$ cat src/rtl/ict_pkg.sv
// Shared constants and types for the instruction cycle timing core.
// Assumes a single 25 MHz system clock and a synchronous reset.

package ict_pkg;

  // ---------------------------------------------------------------
  // Clock
  // ---------------------------------------------------------------
  localparam int unsigned CLK_PERIOD_NS = 40;

  // ---------------------------------------------------------------
  // Instruction lengths in program bytes
  // ---------------------------------------------------------------
  localparam logic [1:0] LEN_1 = 2'h1;
  localparam logic [1:0] LEN_2 = 2'h2;
  localparam logic [1:0] LEN_3 = 2'h3;

  // ---------------------------------------------------------------
  // Execution times in system clock cycles
  // ---------------------------------------------------------------
  localparam logic [3:0] CYC_1 = 4'h1;
  localparam logic [3:0] CYC_2 = 4'h2;
  localparam logic [3:0] CYC_3 = 4'h3;
  localparam logic [3:0] CYC_4 = 4'h4;
  localparam logic [3:0] CYC_5 = 4'h5;
  localparam logic [3:0] CYC_8 = 4'h8;

  // ---------------------------------------------------------------
  // Counter widths and reset values
  // ---------------------------------------------------------------
  localparam int unsigned CNT_W     = 32;
  localparam logic [7:0]  OP_RST    = 8'h00;
  localparam logic [3:0]  CYC_RST   = 4'h0;

  // ---------------------------------------------------------------
  // Types
  // ---------------------------------------------------------------
  typedef logic [1:0] ict_len_t;
  typedef logic [3:0] ict_cyc_t;

  typedef struct packed {
    ict_len_t len;
    ict_cyc_t cyc;
    logic     cond;
  } ict_op_t;

  typedef enum logic [2:0] {
    ST_IDLE  = 3'h1,
    ST_EXEC  = 3'h2,
    ST_EXTRA = 3'h4
  } ict_state_t;

endpackage

$ cat src/rtl/ict_counter.sv
// Free-running event counter with synchronous clear.
// Assumes the increment comes from logic on the same clock.

`timescale 1ns/1ps

module ict_counter
  import ict_pkg::*;
#(
  parameter int unsigned W = CNT_W
)
(
  // Clock and reset
  input  wire logic         clk,
  input  wire logic         sys_rst,
  // Event
  input  wire logic         inc,
  // Count
  output logic [W-1:0]      count_q
);

  // ---------------------------------------------------------------
  // Counter
  // ---------------------------------------------------------------

  // Wraps silently; software-free core, so no overflow flag
  always_ff @(posedge clk)
  begin
    if (sys_rst)
    begin
      count_q <= '0;
    end
    else if (inc)
    begin
      count_q <= count_q + W'(1);
    end
  end

endmodule

$ cat src/rtl/ict_timing_core.sv
// Instruction cycle timing core: decodes each opcode of the classic
// eight-bit accumulator instruction set into its byte length and its
// execution time, then sequences the instruction clock by clock.
// Assumes opcodes arrive from fetch logic on the same clock and that
// the branch outcome is valid in the last base cycle of a branch.
//
// Contract
// RULE1: Execution time is counted in plain clocks, never machine cycles.
// RULE2: Most instructions take as many clocks as they have bytes.
// RULE3: Conditional branch not taken finishes one clock sooner than taken.
// RULE4: Add, add with carry, subtract with borrow from bank register: 1 byte, 1 clock.
// RULE5: Arithmetic on indirect internal RAM: 1 byte, 2 clocks.
// RULE6: Immediate and direct accumulator arithmetic: 2 bytes, 2 clocks.
// RULE7: Logic op immediate into direct byte: 3 bytes, 3 clocks.
// RULE8: Exclusive-or accumulator into direct byte: 2 bytes, 2 clocks.
// RULE9: External data via 8-bit indirect address, read or write: 1 byte, 3 clocks.
// RULE10: External data via data pointer, read or write: 1 byte, 3 clocks.
// RULE11: Code byte fetch relative to PC or data pointer: 1 byte, 3 clocks.
// RULE12: Load data pointer with constant: 3 bytes, 3 clocks.
// RULE13: Direct byte to direct byte move: 3 bytes, 3 clocks.
// RULE14: Store accumulator to indirect RAM: 1 byte, 2 clocks.
// RULE15: Push direct byte: 2 bytes, 2 clocks.
// RULE16: Pop into direct byte: 2 bytes, 2 clocks.
// RULE17: Low nibble exchange with indirect RAM: 1 byte, 2 clocks.
// RULE18: Exchange bank register with accumulator: 1 byte, 1 clock.
// RULE19: Rotate accumulator through carry either way: 1 byte, 1 clock.
// RULE20: Bit ops to carry and direct bit set/clear/complement: 2 bytes, 2 clocks.
// RULE21: Opcode encodings follow the classic instruction set; only timing differs.

`timescale 1ns/1ps

module ict_timing_core
  import ict_pkg::*;
(
  // Clock and reset
  input  wire logic             clk,
  input  wire logic             sys_rst,
  // Opcode stream from fetch
  input  wire logic             op_valid,
  input  wire logic [7:0]       op_code,
  output logic                  op_ready,
  // Branch resolution
  input  wire logic             br_taken,
  // Execution status
  output logic                  exec_busy,
  output logic                  exec_fetch,
  output logic [3:0]            exec_cycle_q,
  // Retirement
  output logic                  retire_q,
  output logic [7:0]            retire_opcode_q,
  output logic [1:0]            retire_len_q,
  output logic [3:0]            retire_cycles_q,
  output logic                  retire_taken_q,
  // Statistics
  output logic [CNT_W-1:0]      clock_count_q,
  output logic [CNT_W-1:0]      instr_count_q
);

  // ---------------------------------------------------------------
  // Decode helpers
  // ---------------------------------------------------------------

  // Entry whose clock count equals its byte count
  function automatic ict_op_t same(input ict_len_t len);
    ict_op_t t;
    t.len  = len;
    t.cyc  = {2'h0, len}; // RULE2
    t.cond = 1'b0;
    return t;
  endfunction

  // Entry with an explicit clock count
  function automatic ict_op_t mk(input ict_len_t len, input ict_cyc_t cyc);
    ict_op_t t;
    t.len  = len;
    t.cyc  = cyc;
    t.cond = 1'b0;
    return t;
  endfunction

  // Conditional branch; cyc is the not-taken time
  function automatic ict_op_t br(input ict_len_t len);
    ict_op_t t;
    t.len  = len;
    t.cyc  = {2'h0, len};
    t.cond = 1'b1; // RULE3
    return t;
  endfunction

  // ---------------------------------------------------------------
  // Opcode table
  // ---------------------------------------------------------------

  // Rows grouped by function, first match wins; register and indirect rows use wildcards
  function automatic ict_op_t decode(input logic [7:0] op);
    ict_op_t t;
    t = same(LEN_1);
    casez (op) // RULE21
      // Branches and jumps
      8'h00: t = same(LEN_1);
      8'b???0_0001: t = mk(LEN_2, CYC_3);
      8'b???1_0001: t = mk(LEN_2, CYC_3);
      8'h02: t = mk(LEN_3, CYC_4);
      8'h12: t = mk(LEN_3, CYC_4);
      8'h22: t = mk(LEN_1, CYC_5);
      8'h32: t = mk(LEN_1, CYC_5);
      8'h73: t = mk(LEN_1, CYC_3);
      8'h80: t = mk(LEN_2, CYC_3);
      8'h10: t = br(LEN_3);
      8'h20: t = br(LEN_3);
      8'h30: t = br(LEN_3);
      8'h40: t = br(LEN_2);
      8'h50: t = br(LEN_2);
      8'h60: t = br(LEN_2);
      8'h70: t = br(LEN_2);
      8'hb4: t = br(LEN_3);
      8'hb5: t = br(LEN_3);
      8'b1011_011?: t = br(LEN_3);
      8'b1011_1???: t = br(LEN_3);
      8'hd5: t = br(LEN_3);
      8'b1101_1???: t = br(LEN_2);
      // Arithmetic, bank register
      8'b0010_1???: t = same(LEN_1); // RULE4
      8'b0011_1???: t = same(LEN_1); // RULE4
      8'b1001_1???: t = same(LEN_1); // RULE4
      8'b0000_1???: t = same(LEN_1);
      8'b0001_1???: t = same(LEN_1);
      // Arithmetic, indirect RAM
      8'b0010_011?: t = mk(LEN_1, CYC_2); // RULE5
      8'b0011_011?: t = mk(LEN_1, CYC_2); // RULE5
      8'b1001_011?: t = mk(LEN_1, CYC_2); // RULE5
      8'b0000_011?: t = mk(LEN_1, CYC_2);
      8'b0001_011?: t = mk(LEN_1, CYC_2);
      // Arithmetic, immediate and direct
      8'h24: t = same(LEN_2); // RULE6
      8'h34: t = same(LEN_2); // RULE6
      8'h94: t = same(LEN_2); // RULE6
      8'h25: t = same(LEN_2); // RULE6
      8'h35: t = same(LEN_2); // RULE6
      8'h95: t = same(LEN_2); // RULE6
      8'h05: t = same(LEN_2);
      8'h15: t = same(LEN_2);
      // Accumulator-only operations
      8'h04: t = same(LEN_1);
      8'h14: t = same(LEN_1);
      8'ha3: t = same(LEN_1);
      8'ha4: t = mk(LEN_1, CYC_4);
      8'h84: t = mk(LEN_1, CYC_8);
      8'hd4: t = same(LEN_1);
      8'he4: t = same(LEN_1);
      8'hf4: t = same(LEN_1);
      8'hc4: t = same(LEN_1);
      8'h03: t = same(LEN_1);
      8'h13: t = same(LEN_1); // RULE19
      8'h23: t = same(LEN_1);
      8'h33: t = same(LEN_1); // RULE19
      8'ha5: t = same(LEN_1);
      // Logical operations into accumulator
      8'b0100_1???: t = same(LEN_1);
      8'b0101_1???: t = same(LEN_1);
      8'b0110_1???: t = same(LEN_1);
      8'b0100_011?: t = mk(LEN_1, CYC_2);
      8'b0101_011?: t = mk(LEN_1, CYC_2);
      8'b0110_011?: t = mk(LEN_1, CYC_2);
      8'h44: t = same(LEN_2);
      8'h54: t = same(LEN_2);
      8'h64: t = same(LEN_2);
      8'h45: t = same(LEN_2);
      8'h55: t = same(LEN_2);
      8'h65: t = same(LEN_2);
      // Logical operations into direct byte
      8'h42: t = same(LEN_2);
      8'h52: t = same(LEN_2);
      8'h62: t = same(LEN_2); // RULE8
      8'h43: t = same(LEN_3); // RULE7
      8'h53: t = same(LEN_3); // RULE7
      8'h63: t = same(LEN_3); // RULE7
      // Data transfer, internal
      8'b1110_1???: t = same(LEN_1);
      8'b1111_1???: t = same(LEN_1);
      8'b0111_1???: t = same(LEN_2);
      8'b1000_1???: t = same(LEN_2);
      8'b1010_1???: t = same(LEN_2);
      8'b1110_011?: t = mk(LEN_1, CYC_2);
      8'b1111_011?: t = mk(LEN_1, CYC_2); // RULE14
      8'b0111_011?: t = same(LEN_2);
      8'b1000_011?: t = same(LEN_2);
      8'b1010_011?: t = same(LEN_2);
      8'h74: t = same(LEN_2);
      8'he5: t = same(LEN_2);
      8'hf5: t = same(LEN_2);
      8'h75: t = same(LEN_3);
      8'h85: t = same(LEN_3); // RULE13
      8'h90: t = same(LEN_3); // RULE12
      // Code and external data moves
      8'h83: t = mk(LEN_1, CYC_3); // RULE11
      8'h93: t = mk(LEN_1, CYC_3); // RULE11
      8'b1110_001?: t = mk(LEN_1, CYC_3); // RULE9
      8'b1111_001?: t = mk(LEN_1, CYC_3); // RULE9
      8'he0: t = mk(LEN_1, CYC_3); // RULE10
      8'hf0: t = mk(LEN_1, CYC_3); // RULE10
      // Stack and exchanges
      8'hc0: t = same(LEN_2); // RULE15
      8'hd0: t = same(LEN_2); // RULE16
      8'b1100_1???: t = same(LEN_1); // RULE18
      8'hc5: t = same(LEN_2);
      8'b1100_011?: t = mk(LEN_1, CYC_2);
      8'b1101_011?: t = mk(LEN_1, CYC_2); // RULE17
      // Boolean manipulation
      8'hb3: t = same(LEN_1);
      8'hc3: t = same(LEN_1);
      8'hd3: t = same(LEN_1);
      8'h82: t = same(LEN_2); // RULE20
      8'hb0: t = same(LEN_2); // RULE20
      8'h72: t = same(LEN_2);
      8'ha0: t = same(LEN_2);
      8'ha2: t = same(LEN_2);
      8'h92: t = same(LEN_2);
      8'hb2: t = same(LEN_2); // RULE20
      8'hc2: t = same(LEN_2); // RULE20
      8'hd2: t = same(LEN_2); // RULE20
      default: t = same(LEN_1);
    endcase
    return t;
  endfunction

  // ---------------------------------------------------------------
  // Control signals
  // ---------------------------------------------------------------

  ict_state_t state_q;
  ict_state_t state_d;
  ict_op_t    dec;
  logic [1:0] len_q;
  logic [3:0] base_q;
  logic       cond_q;
  logic [7:0] opcode_q;
  logic       at_base;
  logic       extend;
  logic       last;
  logic       accept;

  // Table lookup on the opcode presented this cycle
  assign dec = decode(op_code);

  // Final base clock reached
  assign at_base = (state_q == ST_EXEC) && (exec_cycle_q == base_q);

  // Taken conditional branch buys exactly one more clock
  assign extend = at_base && cond_q && br_taken; // RULE3

  // Last clock of the running instruction
  assign last = (at_base && !extend) || (state_q == ST_EXTRA);

  // Ready in idle or in the last clock, so instructions run back to back
  assign op_ready = (state_q == ST_IDLE) || last;
  assign accept   = op_valid && op_ready;

  // Status views
  assign exec_busy  = (state_q != ST_IDLE);
  assign exec_fetch = (state_q == ST_EXEC) && (exec_cycle_q <= {2'h0, len_q}); // RULE2

  // ---------------------------------------------------------------
  // Sequencer
  // ---------------------------------------------------------------

  // Next state
  always_comb
  begin
    state_d = state_q;
    case (state_q)
      ST_IDLE:
      begin
        if (accept)
        begin
          state_d = ST_EXEC;
        end
      end
      ST_EXEC:
      begin
        if (extend)
        begin
          state_d = ST_EXTRA; // RULE3
        end
        else if (at_base)
        begin
          state_d = accept ? ST_EXEC : ST_IDLE;
        end
      end
      ST_EXTRA:
      begin
        state_d = accept ? ST_EXEC : ST_IDLE;
      end
      default:
      begin
        state_d = ST_IDLE;
      end
    endcase
  end

  // State register
  always_ff @(posedge clk)
  begin
    if (sys_rst)
    begin
      state_q <= ST_IDLE;
    end
    else
    begin
      state_q <= state_d;
    end
  end

  // Clock index within the instruction; one step per clock, no grouping
  always_ff @(posedge clk)
  begin
    if (sys_rst)
    begin
      exec_cycle_q <= CYC_RST;
    end
    else if (accept)
    begin
      exec_cycle_q <= CYC_1; // RULE1
    end
    else if (exec_busy && !last)
    begin
      exec_cycle_q <= exec_cycle_q + 4'h1; // RULE1
    end
    else
    begin
      exec_cycle_q <= CYC_RST;
    end
  end

  // Latch the decoded timing when the opcode is taken
  always_ff @(posedge clk)
  begin
    if (sys_rst)
    begin
      len_q    <= LEN_1;
      base_q   <= CYC_1;
      cond_q   <= 1'b0;
      opcode_q <= OP_RST;
    end
    else if (accept)
    begin
      len_q    <= dec.len;
      base_q   <= dec.cyc;
      cond_q   <= dec.cond;
      opcode_q <= op_code;
    end
  end

  // ---------------------------------------------------------------
  // Retirement report
  // ---------------------------------------------------------------

  // One-clock pulse after the last clock; fields hold until next retire
  always_ff @(posedge clk)
  begin
    if (sys_rst)
    begin
      retire_q        <= 1'b0;
      retire_opcode_q <= OP_RST;
      retire_len_q    <= LEN_1;
      retire_cycles_q <= CYC_RST;
      retire_taken_q  <= 1'b0;
    end
    else
    begin
      retire_q <= last;
      if (last)
      begin
        retire_opcode_q <= opcode_q;
        retire_len_q    <= len_q;
        retire_cycles_q <= exec_cycle_q;
        retire_taken_q  <= (state_q == ST_EXTRA); // RULE3
      end
    end
  end

  // ---------------------------------------------------------------
  // Statistics
  // ---------------------------------------------------------------

  // Busy clocks; plain clock units so totals match the table directly
  ict_counter #(.W(CNT_W)) u_clock_cnt
  (
    .clk     (clk),
    .sys_rst (sys_rst),
    .inc     (exec_busy),
    .count_q (clock_count_q)
  );

  // Completed instructions
  ict_counter #(.W(CNT_W)) u_instr_cnt
  (
    .clk     (clk),
    .sys_rst (sys_rst),
    .inc     (last),
    .count_q (instr_count_q)
  );

endmodule

$ cat config.mk
export PLATFORM = sky130hd
export DESIGN_NAME = ict_timing_core
export DESIGN_NICKNAME = d
export VERILOG_FILES = /design/src/rtl/ict_pkg.sv /design/src/rtl/ict_counter.sv /design/src/rtl/ict_timing_core.sv
export SDC_FILE = /design/constraint.sdc
export NUM_CORES = 1
export LEC_CHECK = 0
export BUFFER_PORTS_ARGS = -buffer_cell sky130_fd_sc_hd__buf_4
export CAP_MARGIN = 20
export CORE_MARGIN = 2
export CORE_UTILIZATION = 48
export CTS_BUF_LIST = sky130_fd_sc_hd__clkbuf_16
export DETAILED_ROUTE_END_ITERATION = 8
export PLACE_DENSITY = 0.71
export SLEW_MARGIN = 5
export SYNTH_ARGS = -nofsm -noshare
export SYNTH_HDL_FRONTEND = slang
export SYNTH_SLANG_ARGS = --single-unit
$ cat constraint.sdc
create_clock -name clk -period 2.7 [get_ports clk]
set_clock_uncertainty 0.2 [all_clocks]
set_input_delay 0.27 -clock clk [delete_from_list [all_inputs] [get_ports clk]]
set_output_delay 0.27 -clock clk [all_outputs]
set_load 0.1 [all_outputs]
# Yosys cells after proc, flatten, opt, wreduce, memory -nomap -nowiden
# Cells that the tools add are included.
# Widths: inputs -> output; s select.
[op_classes] addsub=3 order_cmp=1 n_eq_ne=118 mux=8 bitwise=1 reduce_logical=24
[op_table] op="$eq 8x8->1 const B" n=36
[op_table] op="$eq 8x7->1 const B" n=20
[op_table] op="$pmux 7 s12" n=1
[op_table] op="$eq 8x6->1 const B" n=10
[op_table] op="$eq 7x7->1 const B" n=10
[op_table] op="$add 32x1->32 const B" n=2
[op_table] op="$eq 5x5->1 const B" n=9
[op_table] op="$eq 8x5->1 const B" n=5
[op_table] op="$reduce_or 38->1" n=1
[op_table] op="$eq 7x6->1 const B" n=4
[op_table] op="$reduce_or 27->1" n=1
[op_table] op="$eq 5x4->1 const B" n=4
[op_table] op="$eq 8x2->1 const B" n=2
[op_table] op="$eq 8x3->1 const B" n=2
[op_table] op="$eq 7x5->1 const B" n=2
[op_table] op="$reduce_or 12->1" n=1
[op_table] op="$eq 5x1->1 const B" n=2
[op_table] op="$eq 5x3->1 const B" n=2
[op_table] op="$mux 3" n=3
[op_table] op="$pmux 3 s3" n=1
[op_table] op="$logic_not 8->1" n=1
[op_table] op="$reduce_or 8->1" n=1
[op_table] op="$eq 7x2->1 const B" n=1
[op_table] op="$eq 7x4->1 const B" n=1
[op_table] op="other kinds (22)" n=33
[word_totals] register_bits=102 output_inout_bits=87

# Logic depth before layout (Yosys ltp)
# Gate-level depths: netlist of the first run.
[depth] word_depth=13 depth_mapped=8 depth_no_buf=6

# Hierarchy
# A second synthesis of the first run with hierarchy kept.
[hier_totals] cells_unflattened=638 hier_area_um2=5381.4
[by_module_without_submodules] mod="ict_counter" n_inst=2 cells_per_inst=181 area_each_um2=1564.0 seq_area_each_um2=640.6
[by_module_without_submodules] mod="ict_timing_core" n_inst=1 cells_per_inst=276 area_each_um2=2253.4 seq_area_each_um2=760.7

# Worst setup path before layout of the first run
# Ideal clock, no wire load.
[synth_timing] path_kind="flip-flop to output port" from="reg exec_cycle_q[1]" to="out exec_fetch" arrival_ps=4404 required_ps=2230 setup_slack_ps=-2174 stages_incl_launch_ff=5 cell_sequence="dfxtp_1 -> ha_1 -> a21oi_1 -> a21oi_1 -> nor4_1"
[synth_between] elab_chain_len=2
[synth_lines] element="start, declared" line="ict_timing_core.sv:47" text="output logic [3:0] exec_cycle_q,"
[synth_lines] element="start signal, assigned" line="ict_timing_core.sv:327" text="exec_cycle_q <= exec_cycle_q + 4'h1;"
[synth_lines] element="$le 4x2->1" line="ict_timing_core.sv:261" text="assign exec_fetch = (state_q == ST_EXEC) && (exec_cycle_q <= {2'h0, len_q});"
[synth_lines] element="$logic_and 1x1->1" line="ict_timing_core.sv:261"
[synth_lines] element="end, declared" line="ict_timing_core.sv:46" text="output logic exec_fetch,"
# Every way passes these cells.

# Worst setup path in the final report of the first run
[layout_timing] from="reg state_q[2]" to="reg u_instr_cnt.count_q[15]"
[layout_between] elab_chain_len=7 elab_cells_between_ends=8 cone_classes="2 x eq/ne; 6 x reduce/logical"
[layout_lines] element="start, declared" line="ict_timing_core.sv:231" text="ict_state_t state_q;"
[layout_lines] element="start signal, assigned" line="ict_timing_core.sv:310" text="state_q <= state_d;"
[layout_lines] element="$eq 3x2->1" line="ict_timing_core.sv:247" text="assign at_base = (state_q == ST_EXEC) && (exec_cycle_q == base_q);"
[layout_lines] element="$logic_and 1x1->1" line="ict_timing_core.sv:247"
[layout_lines] element="$logic_and 1x1->1 (2 in a row)" line="ict_timing_core.sv:250" text="assign extend = at_base && cond_q && br_taken;"
[layout_lines] element="$logic_not 1->1" line="ict_timing_core.sv:253" text="assign last = (at_base && !extend) || (state_q == ST_EXTRA);"
[layout_lines] element="$logic_and 1x1->1" line="ict_timing_core.sv:253"
[layout_lines] element="$logic_or 1x1->1 (*)" line="ict_timing_core.sv:253"
[layout_lines] element="end signal, assigned" line="ict_counter.sv:34" text="count_q <= count_q + W'(1);"
[layout_lines] element="end, declared" line="ict_counter.sv:18" text="output logic [W-1:0] count_q"
# Mark *: on every way between the ends. The rest lies on a longest branch, timed or not.
# A chain may end at the register's enable or synchronous reset.

==> reports/summary.txt, run 1 <==
Clock buffer depth - 2
Hold Crit Depth - 3
# DRC - 0
RSZ-0062 raised after global routing - false
Initial Util - 49.0%
R2r startpoint - state_q[2]
CP startpoint kind - register
Critical path's largest stage delay - 530 ps
Hold_buf cts - 0
Die extent in y - 106 µm
Worst VDD drop - 0.000297 V
CTS root buf - clkbuf_16
R2R depth - 6
Routability congestion estimate from global placement - 0.931
Htree depth - 3
Vias - 4812
I/O pin count - 99
EDFF count, synth - 0
Syn_area_per_cell - 7.97 µm²
First-pass GRT wire length - 21200 µm
Minimum clock period - 2490 ps
Initial antenna violation count - 0
Nets - 728
Core box area - 10200 µm²
Count of pins over their slew limit - 0
Overall Global Routing Usage - 22.6%
Standard-cell rows - 37
Initial DRC count - 218
Clock-pin slew on the worst setup and hold paths - 70 ps
Cell variety after synth - 62
IO buf count - 98
Area contributors post-synth - dfxtp_1 (41%), nand2_1 (6.3%), xnor2_1 (6.3%)
Slew @ Worst Pin - 1060 ps
HPWL Detailed - 8900 µm
Ys async rst share - 0%
Final Hold Viols - 0
Min-delay src - br_taken
Final worst path period share - 92.2%
Final hold slack - 53.3 ps
Internal reg-to-reg setup slack - 210 ps
Synthesis-to-layout area growth - 24.5%
Antenna diode count - 0
Worst Path Arrival - 2540 ps
FF-to-FF End - u_instr_cnt.count_q[15]
Synth area leader - dfxtp_1
Post-synth top flop - dfxtp_1
Seq/Total Area, Yosys - 40.7%
Worst Hold End - state_q[2]
CTS buffer count - 9
CTS tree - done
Die area - 11300 µm²
Largest net degree at the start of global routing - 105
Share of cells above drive strength 1 - 23.5%
Critical path cell sequence - nor3b_2 -> nand2_1 -> o21a_1 -> or3_4 -> or4_1 -> a21oi_1
HP Class - in2reg
TNS Setup - 0 ps
Clock sinks - 102
Setup Fix Bufs, Post-CTS - 0
WP data required - 2760 ps
Pwr Density - 511 nW/µm²
Final setup fails - 0
Number of max-cap violations - 0
Endpoint class of the critical path - register
Worst path top cell family by delay - simple AND/OR/NAND/NOR gates
Synth Net Count - 646
Vias in the first global route - 4525
Final ANT Viol Nets - 0
Critical path class - reg2reg
Crit-path slowest cell - or4_1
CP max FO - 16
Buf/Inv on CP - 0
Worst skew pair latency - 340 ps
Detailed Routing Iterations Pass 1 - 5
Cells after synthesis - 629
F_max - 402 MHz
WL per Instance - 15.0 µm
Vias per inst - 5.65
Post_cts resized - 0
Yosys top cell area share - 40.7%
Headroom to the max-slew limit - 29.3%
Post-Route WL - 12700 µm
Status - finished clean
DIE WIDTH - 106 µm
#FFs+latches synth - 102
Syn. warnings - 0
Total gr overflow - 0
P_leak - 2.29 nW
Post-Syn Area - 5010 µm²
[through the flow]
step | utilization (%) | instances | area (µm²) | total power, mW | setup slack [ps]
detailed placement | 58.2 | 836 | 5950 | 1.99 | 98.7
floorplan | - | 629 | 5120 | 1.89 | -8.50
finish | 61.0 | 852 | 6240 | 3.19 | 212
global placement | 58.2 | 836 | 5950 | 1.98 | 184
global route | 61.0 | 852 | 6240 | 3.31 | 59.2
CTS | 61.0 | 852 | 6240 | 3.21 | 81.8
[how the worst max path moves through the flow]
stage,slack [ps],cells past startpoint,start,to
final,210,6,state_q[2],u_instr_cnt.count_q[15]
after global routing,60,6,u_clock_cnt.count_q[7],u_clock_cnt.count_q[26]
after CTS,80,6,state_q[2],u_instr_cnt.count_q[15]
after detailed placement,100,6,state_q[2],u_instr_cnt.count_q[15]
after global placement,180,6,state_q[2],u_instr_cnt.count_q[15]
after floorplan,-9,6,exec_cycle_q[2],base_q[2]
[worst min-delay path, stage by stage]
cell	delay, ps
buf_4	120
nand3_1	110
nor3_1	50
[state kept, by name, summed over array words and instances, names as in the netlist]
register / cells
u_clock_cnt.count_q: 32
u_instr_cnt.count_q: 32
opcode_q: 8
retire_opcode_q: 8
base_q: 4
exec_cycle_q: 4
retire_cycles_q: 4
state_q: 3
len_q: 2
retire_len_q: 2
cond_q: 1
retire_q: 1
retire_taken_q: 1
[cells in the final DEF, fill, tap and decap left out, drive strengths merged, types with 2 or more instances in the layout]
master,synthesis,layout
a211oi,3,3
a21oi,51,51
a2bb2oi,2,2
a311oi,2,2
a31oi,2,2
and3,8,8
and4,4,4
buf,6,109
clkbuf,32,9
clkinv,0,4
dfxtp,102,102
ha,5,5
inv,15,17
nand2,84,84
nand2b,10,10
nand3,28,28
nand4,21,21
nor2,76,76
nor2b,7,7
nor3,17,17
nor3b,3,3
nor4,15,15
nor4b,5,5
nor4bb,2,2
o21a,2,2
o21ai,16,16
o22ai,2,2
o311ai,2,2
o31ai,9,9
or2,2,2
or3,4,4
or4,13,13
xnor2,36,36
xor2,20,20
[cell type report]
type                    instances  area, µm²
inverters                      15       56.3
flip-flops and latches        102       2080
clock inverters                 7       58.8
repair buffers                109        818
clock buffers                   9        225
fillers                       938       3990
well taps                     136        170
multi-input cells             474       2830
[cells by family (layout without fill, tap and decap cells)]
kind of cell             Yosys count  after routing  synth area share, %
multiplexers                       2              2                0.424
AO/OA/AOI/OAI                    104            104                 12.5
AND/OR/NAND/NOR                  307            307                 31.1
XOR/XNOR                          56             56                 9.79
buffers and inverters             53            140                 4.17
adder cells (fa/ha/maj)            5              5                 1.25
flip-flops                       102            102                 40.7
[cells in the mapped netlist, types with 3 or more instances]
cell and instances:
a211oi_1 3, a21oi_1 51, and3_1 8, and4_1 4
buf_1 3, clkbuf_1 32, dfxtp_1 102, ha_1 5
inv_1 15, nand2_1 84, nand2b_1 10, nand3_1 28
nand4_1 20, nor2_1 76, nor2b_1 7, nor3_1 17
nor4_1 13, nor4b_1 5, o21ai_0 15, o31ai_1 9
or3_1 4, or4_1 13, xnor2_1 36, xor2_1 20
[layer usage]
| metal | global-route usage (%) | wire, µm | share of wire (%) |
|---|---|---|---|
| met2 | 38.2 | 6220 | 49 |
| met5 | 0 | 0 | 0 |
| met3 | 2.88 | 613 | 4.8 |
| met4 | 8.08 | 245 | 1.9 |
| met1 | 29.5 | 5660 | 44 |
[where the power goes]
group	internal, mW	leakage, nW	switching [mW]
sequential	1.53	0.839	0.0279
combinational	0.123	1.31	0.275
clock	0.637	0.137	0.595
Power figures use the tool's default switching activity.
==> inputs of run 2 (changes only) <==
Settings changed: CORE_UTILIZATION 48 to 55, PLACE_DENSITY 0.71 to 0.8.
==> run 2 against run 1 <==
Die area fell by 12%. Power rose by 0.89%. Non-clock buffer count grew 3. Sequential power about the same. Critical path type unchanged. Critical endpoint is now u_instr_cnt.count_q[29]. Highest routed layer unchanged.
==> reports/summary.txt, run 2 (synthesis gave the netlist of run 1 again) <==
# DRC - 0
Critical path cell sequence - nor3b_2 -> nand2_1 -> o21a_1 -> or3_4 -> or4_1 -> a21oi_1
Placed cells - 811
CP max FO - 16
Worst skew pair latency - 340 ps
Metal2 WL - 6140 µm
Highest Signal Layer - met4
RSZ-0062 raised after global routing - false
Synthesis-to-layout area growth - 24.6%
Final hold slack - 38.8 ps
Htree depth - 3
Met3 WL - 735 µm
First-pass GRT wire length - 21000 µm
Fillers - 707
F_max - 397 MHz
WP data required - 2770 ps
I/O pin count - 99
Slew @ Worst Pin - 1030 ps
Initial Util - 57.2%
Routability congestion estimate from global placement - 0.923
Internal reg-to-reg setup slack - 180 ps
Final worst path period share - 93.2%
Final Hold Viols - 0
IO buf count - 98
Most frequent cells in the layout - buf_4 (112), nand2_1 (83), nor2_1 (76), dfxtp_1 (76), a21oi_1 (51)
R2R depth - 6
Metal-1 WL - 5590 µm
Setup Fix Bufs, Post-CTS - 0
Nets - 731
Die extent in y - 99.5 µm
HP Class - in2reg
Share of cells above drive strength 1 - 23.9%
Min-delay src - br_taken
Hold Crit Depth - 3
Clock buffer depth - 2
Detailed Routing Iterations Pass 1 - 5
WL per Instance - 15.4 µm
HPWL Detailed - 8860 µm
Largest net degree at the start of global routing - 105
Commonest non-fill, non-tap cell in the layout - buf_4
Total gr overflow - 0
DIE WIDTH - 99.5 µm
Overall Global Routing Usage - 25.5%
Pwr Density - 515 nW/µm²
Critical path's largest stage delay - 550 ps
Vias per inst - 5.89
Status - finished clean
P_leak - 2.32 nW
Fin cells - 827
Initial DRC count - 176
Final ANT Viol Nets - 0
Largest registers - u_clock_cnt.count_q (32), u_instr_cnt.count_q (32)
Initial antenna violation count - 0
Post-Route WL - 12800 µm
Antenna diode count - 0
Clock sinks - 102
CP startpoint kind - register
Clock-pin slew on the worst setup and hold paths - 80 ps
Minimum clock period - 2520 ps
Vias - 4869
CTS root buf - clkbuf_16
Count of pins over their slew limit - 0
Vias in the first global route - 4496
Standard-cell rows - 34
Worst Hold End - state_q[2]
Final setup fails - 0
Number of max-cap violations - 0
Worst Path Arrival - 2580 ps
Buf/Inv on CP - 0
Critical path class - reg2reg
Worst VDD drop - 0.000325 V
R2r startpoint - state_q[2]
Endpoint class of the critical path - register
Core box area - 8760 µm²
Crit-path slowest cell - or4_1
CTS tree - done
CTS buffer count - 9
Worst path top cell family by delay - simple AND/OR/NAND/NOR gates
FF-to-FF End - u_instr_cnt.count_q[29]
Die area - 9890 µm²
Headroom to the max-slew limit - 31.4%
==> run 2: cell types whose count changed in the layout (fill, tap and decap cells not counted), sizes merged <==
cell / delta
buf: +3
clkinv: -2
clkinvlp: +1
inv: +1
==> run 2: routing by layer <==
metal | up-vias | GRT usage [%]
met3 | 24 | 4.92
li1 | 2383 | -
met1 | 2315 | 33.3
met5 | - | 0
met4 | 0 | 8.64
met2 | 147 | 42.6
==> run 2: cell type report <==
cell class                      instances  area [µm²]  share of cell area [%]
Sequential cell                       102        2080                    33.4
Multi-Input combinational cell        474        2840                    45.4
Tap cell                              108         135                    2.16
Clock buffer                            9         225                    3.61
Clock inverter                          7        67.6                    1.08
Timing Repair Buffer                  112         841                    13.5
Inverter                               15        56.3                   0.901
==> run 2: how the worst max path moves through the flow <==
stage	startpoint	endpoint	slack (ps)	cells after the start
after global placement	state_q[2]	u_instr_cnt.count_q[15]	190	6
after CTS	state_q[2]	u_instr_cnt.count_q[29]	80	6
after floorplan	exec_cycle_q[2]	base_q[2]	-9	6
after detailed placement	state_q[2]	u_instr_cnt.count_q[29]	90	6
after global routing	u_clock_cnt.count_q[6]	u_clock_cnt.count_q[27]	60	6
final	state_q[2]	u_instr_cnt.count_q[29]	180	6
==> run 2: what timing repair did <==
item | CTS | global route
setup endpoints to repair | 0 | 8
hold buffers | 0 | 0
gates resized for setup | 0 | 2
endpoints found under the hold margin | 0 | 0
==> run 2: tightest hold or removal path, delay by kind of cell <==
family                 cells  cell delay [ps]
and+or+nand+nor            2              150
buffers and inverters      1              110
==> run 2: power by group <==
group / switching [mW] / internal [mW]
clock network: 0.607 / 0.648
registers: 0.0283 / 1.53
logic: 0.277 / 0.125
==> run 2: through the flow <==
step	instance area, µm²	utilization (%)	total power, mW	setup WS [ps]	TNS [ps]
CTS	6230	71.1	3.24	77.8	0
detailed placement	5940	67.8	1.99	91.3	0
finish	6250	71.3	3.22	183	0
floorplan	5120	-	1.89	-8.50	-8.50
global route	6250	71.3	3.33	60.9	0
global placement	5940	67.8	1.98	192	0
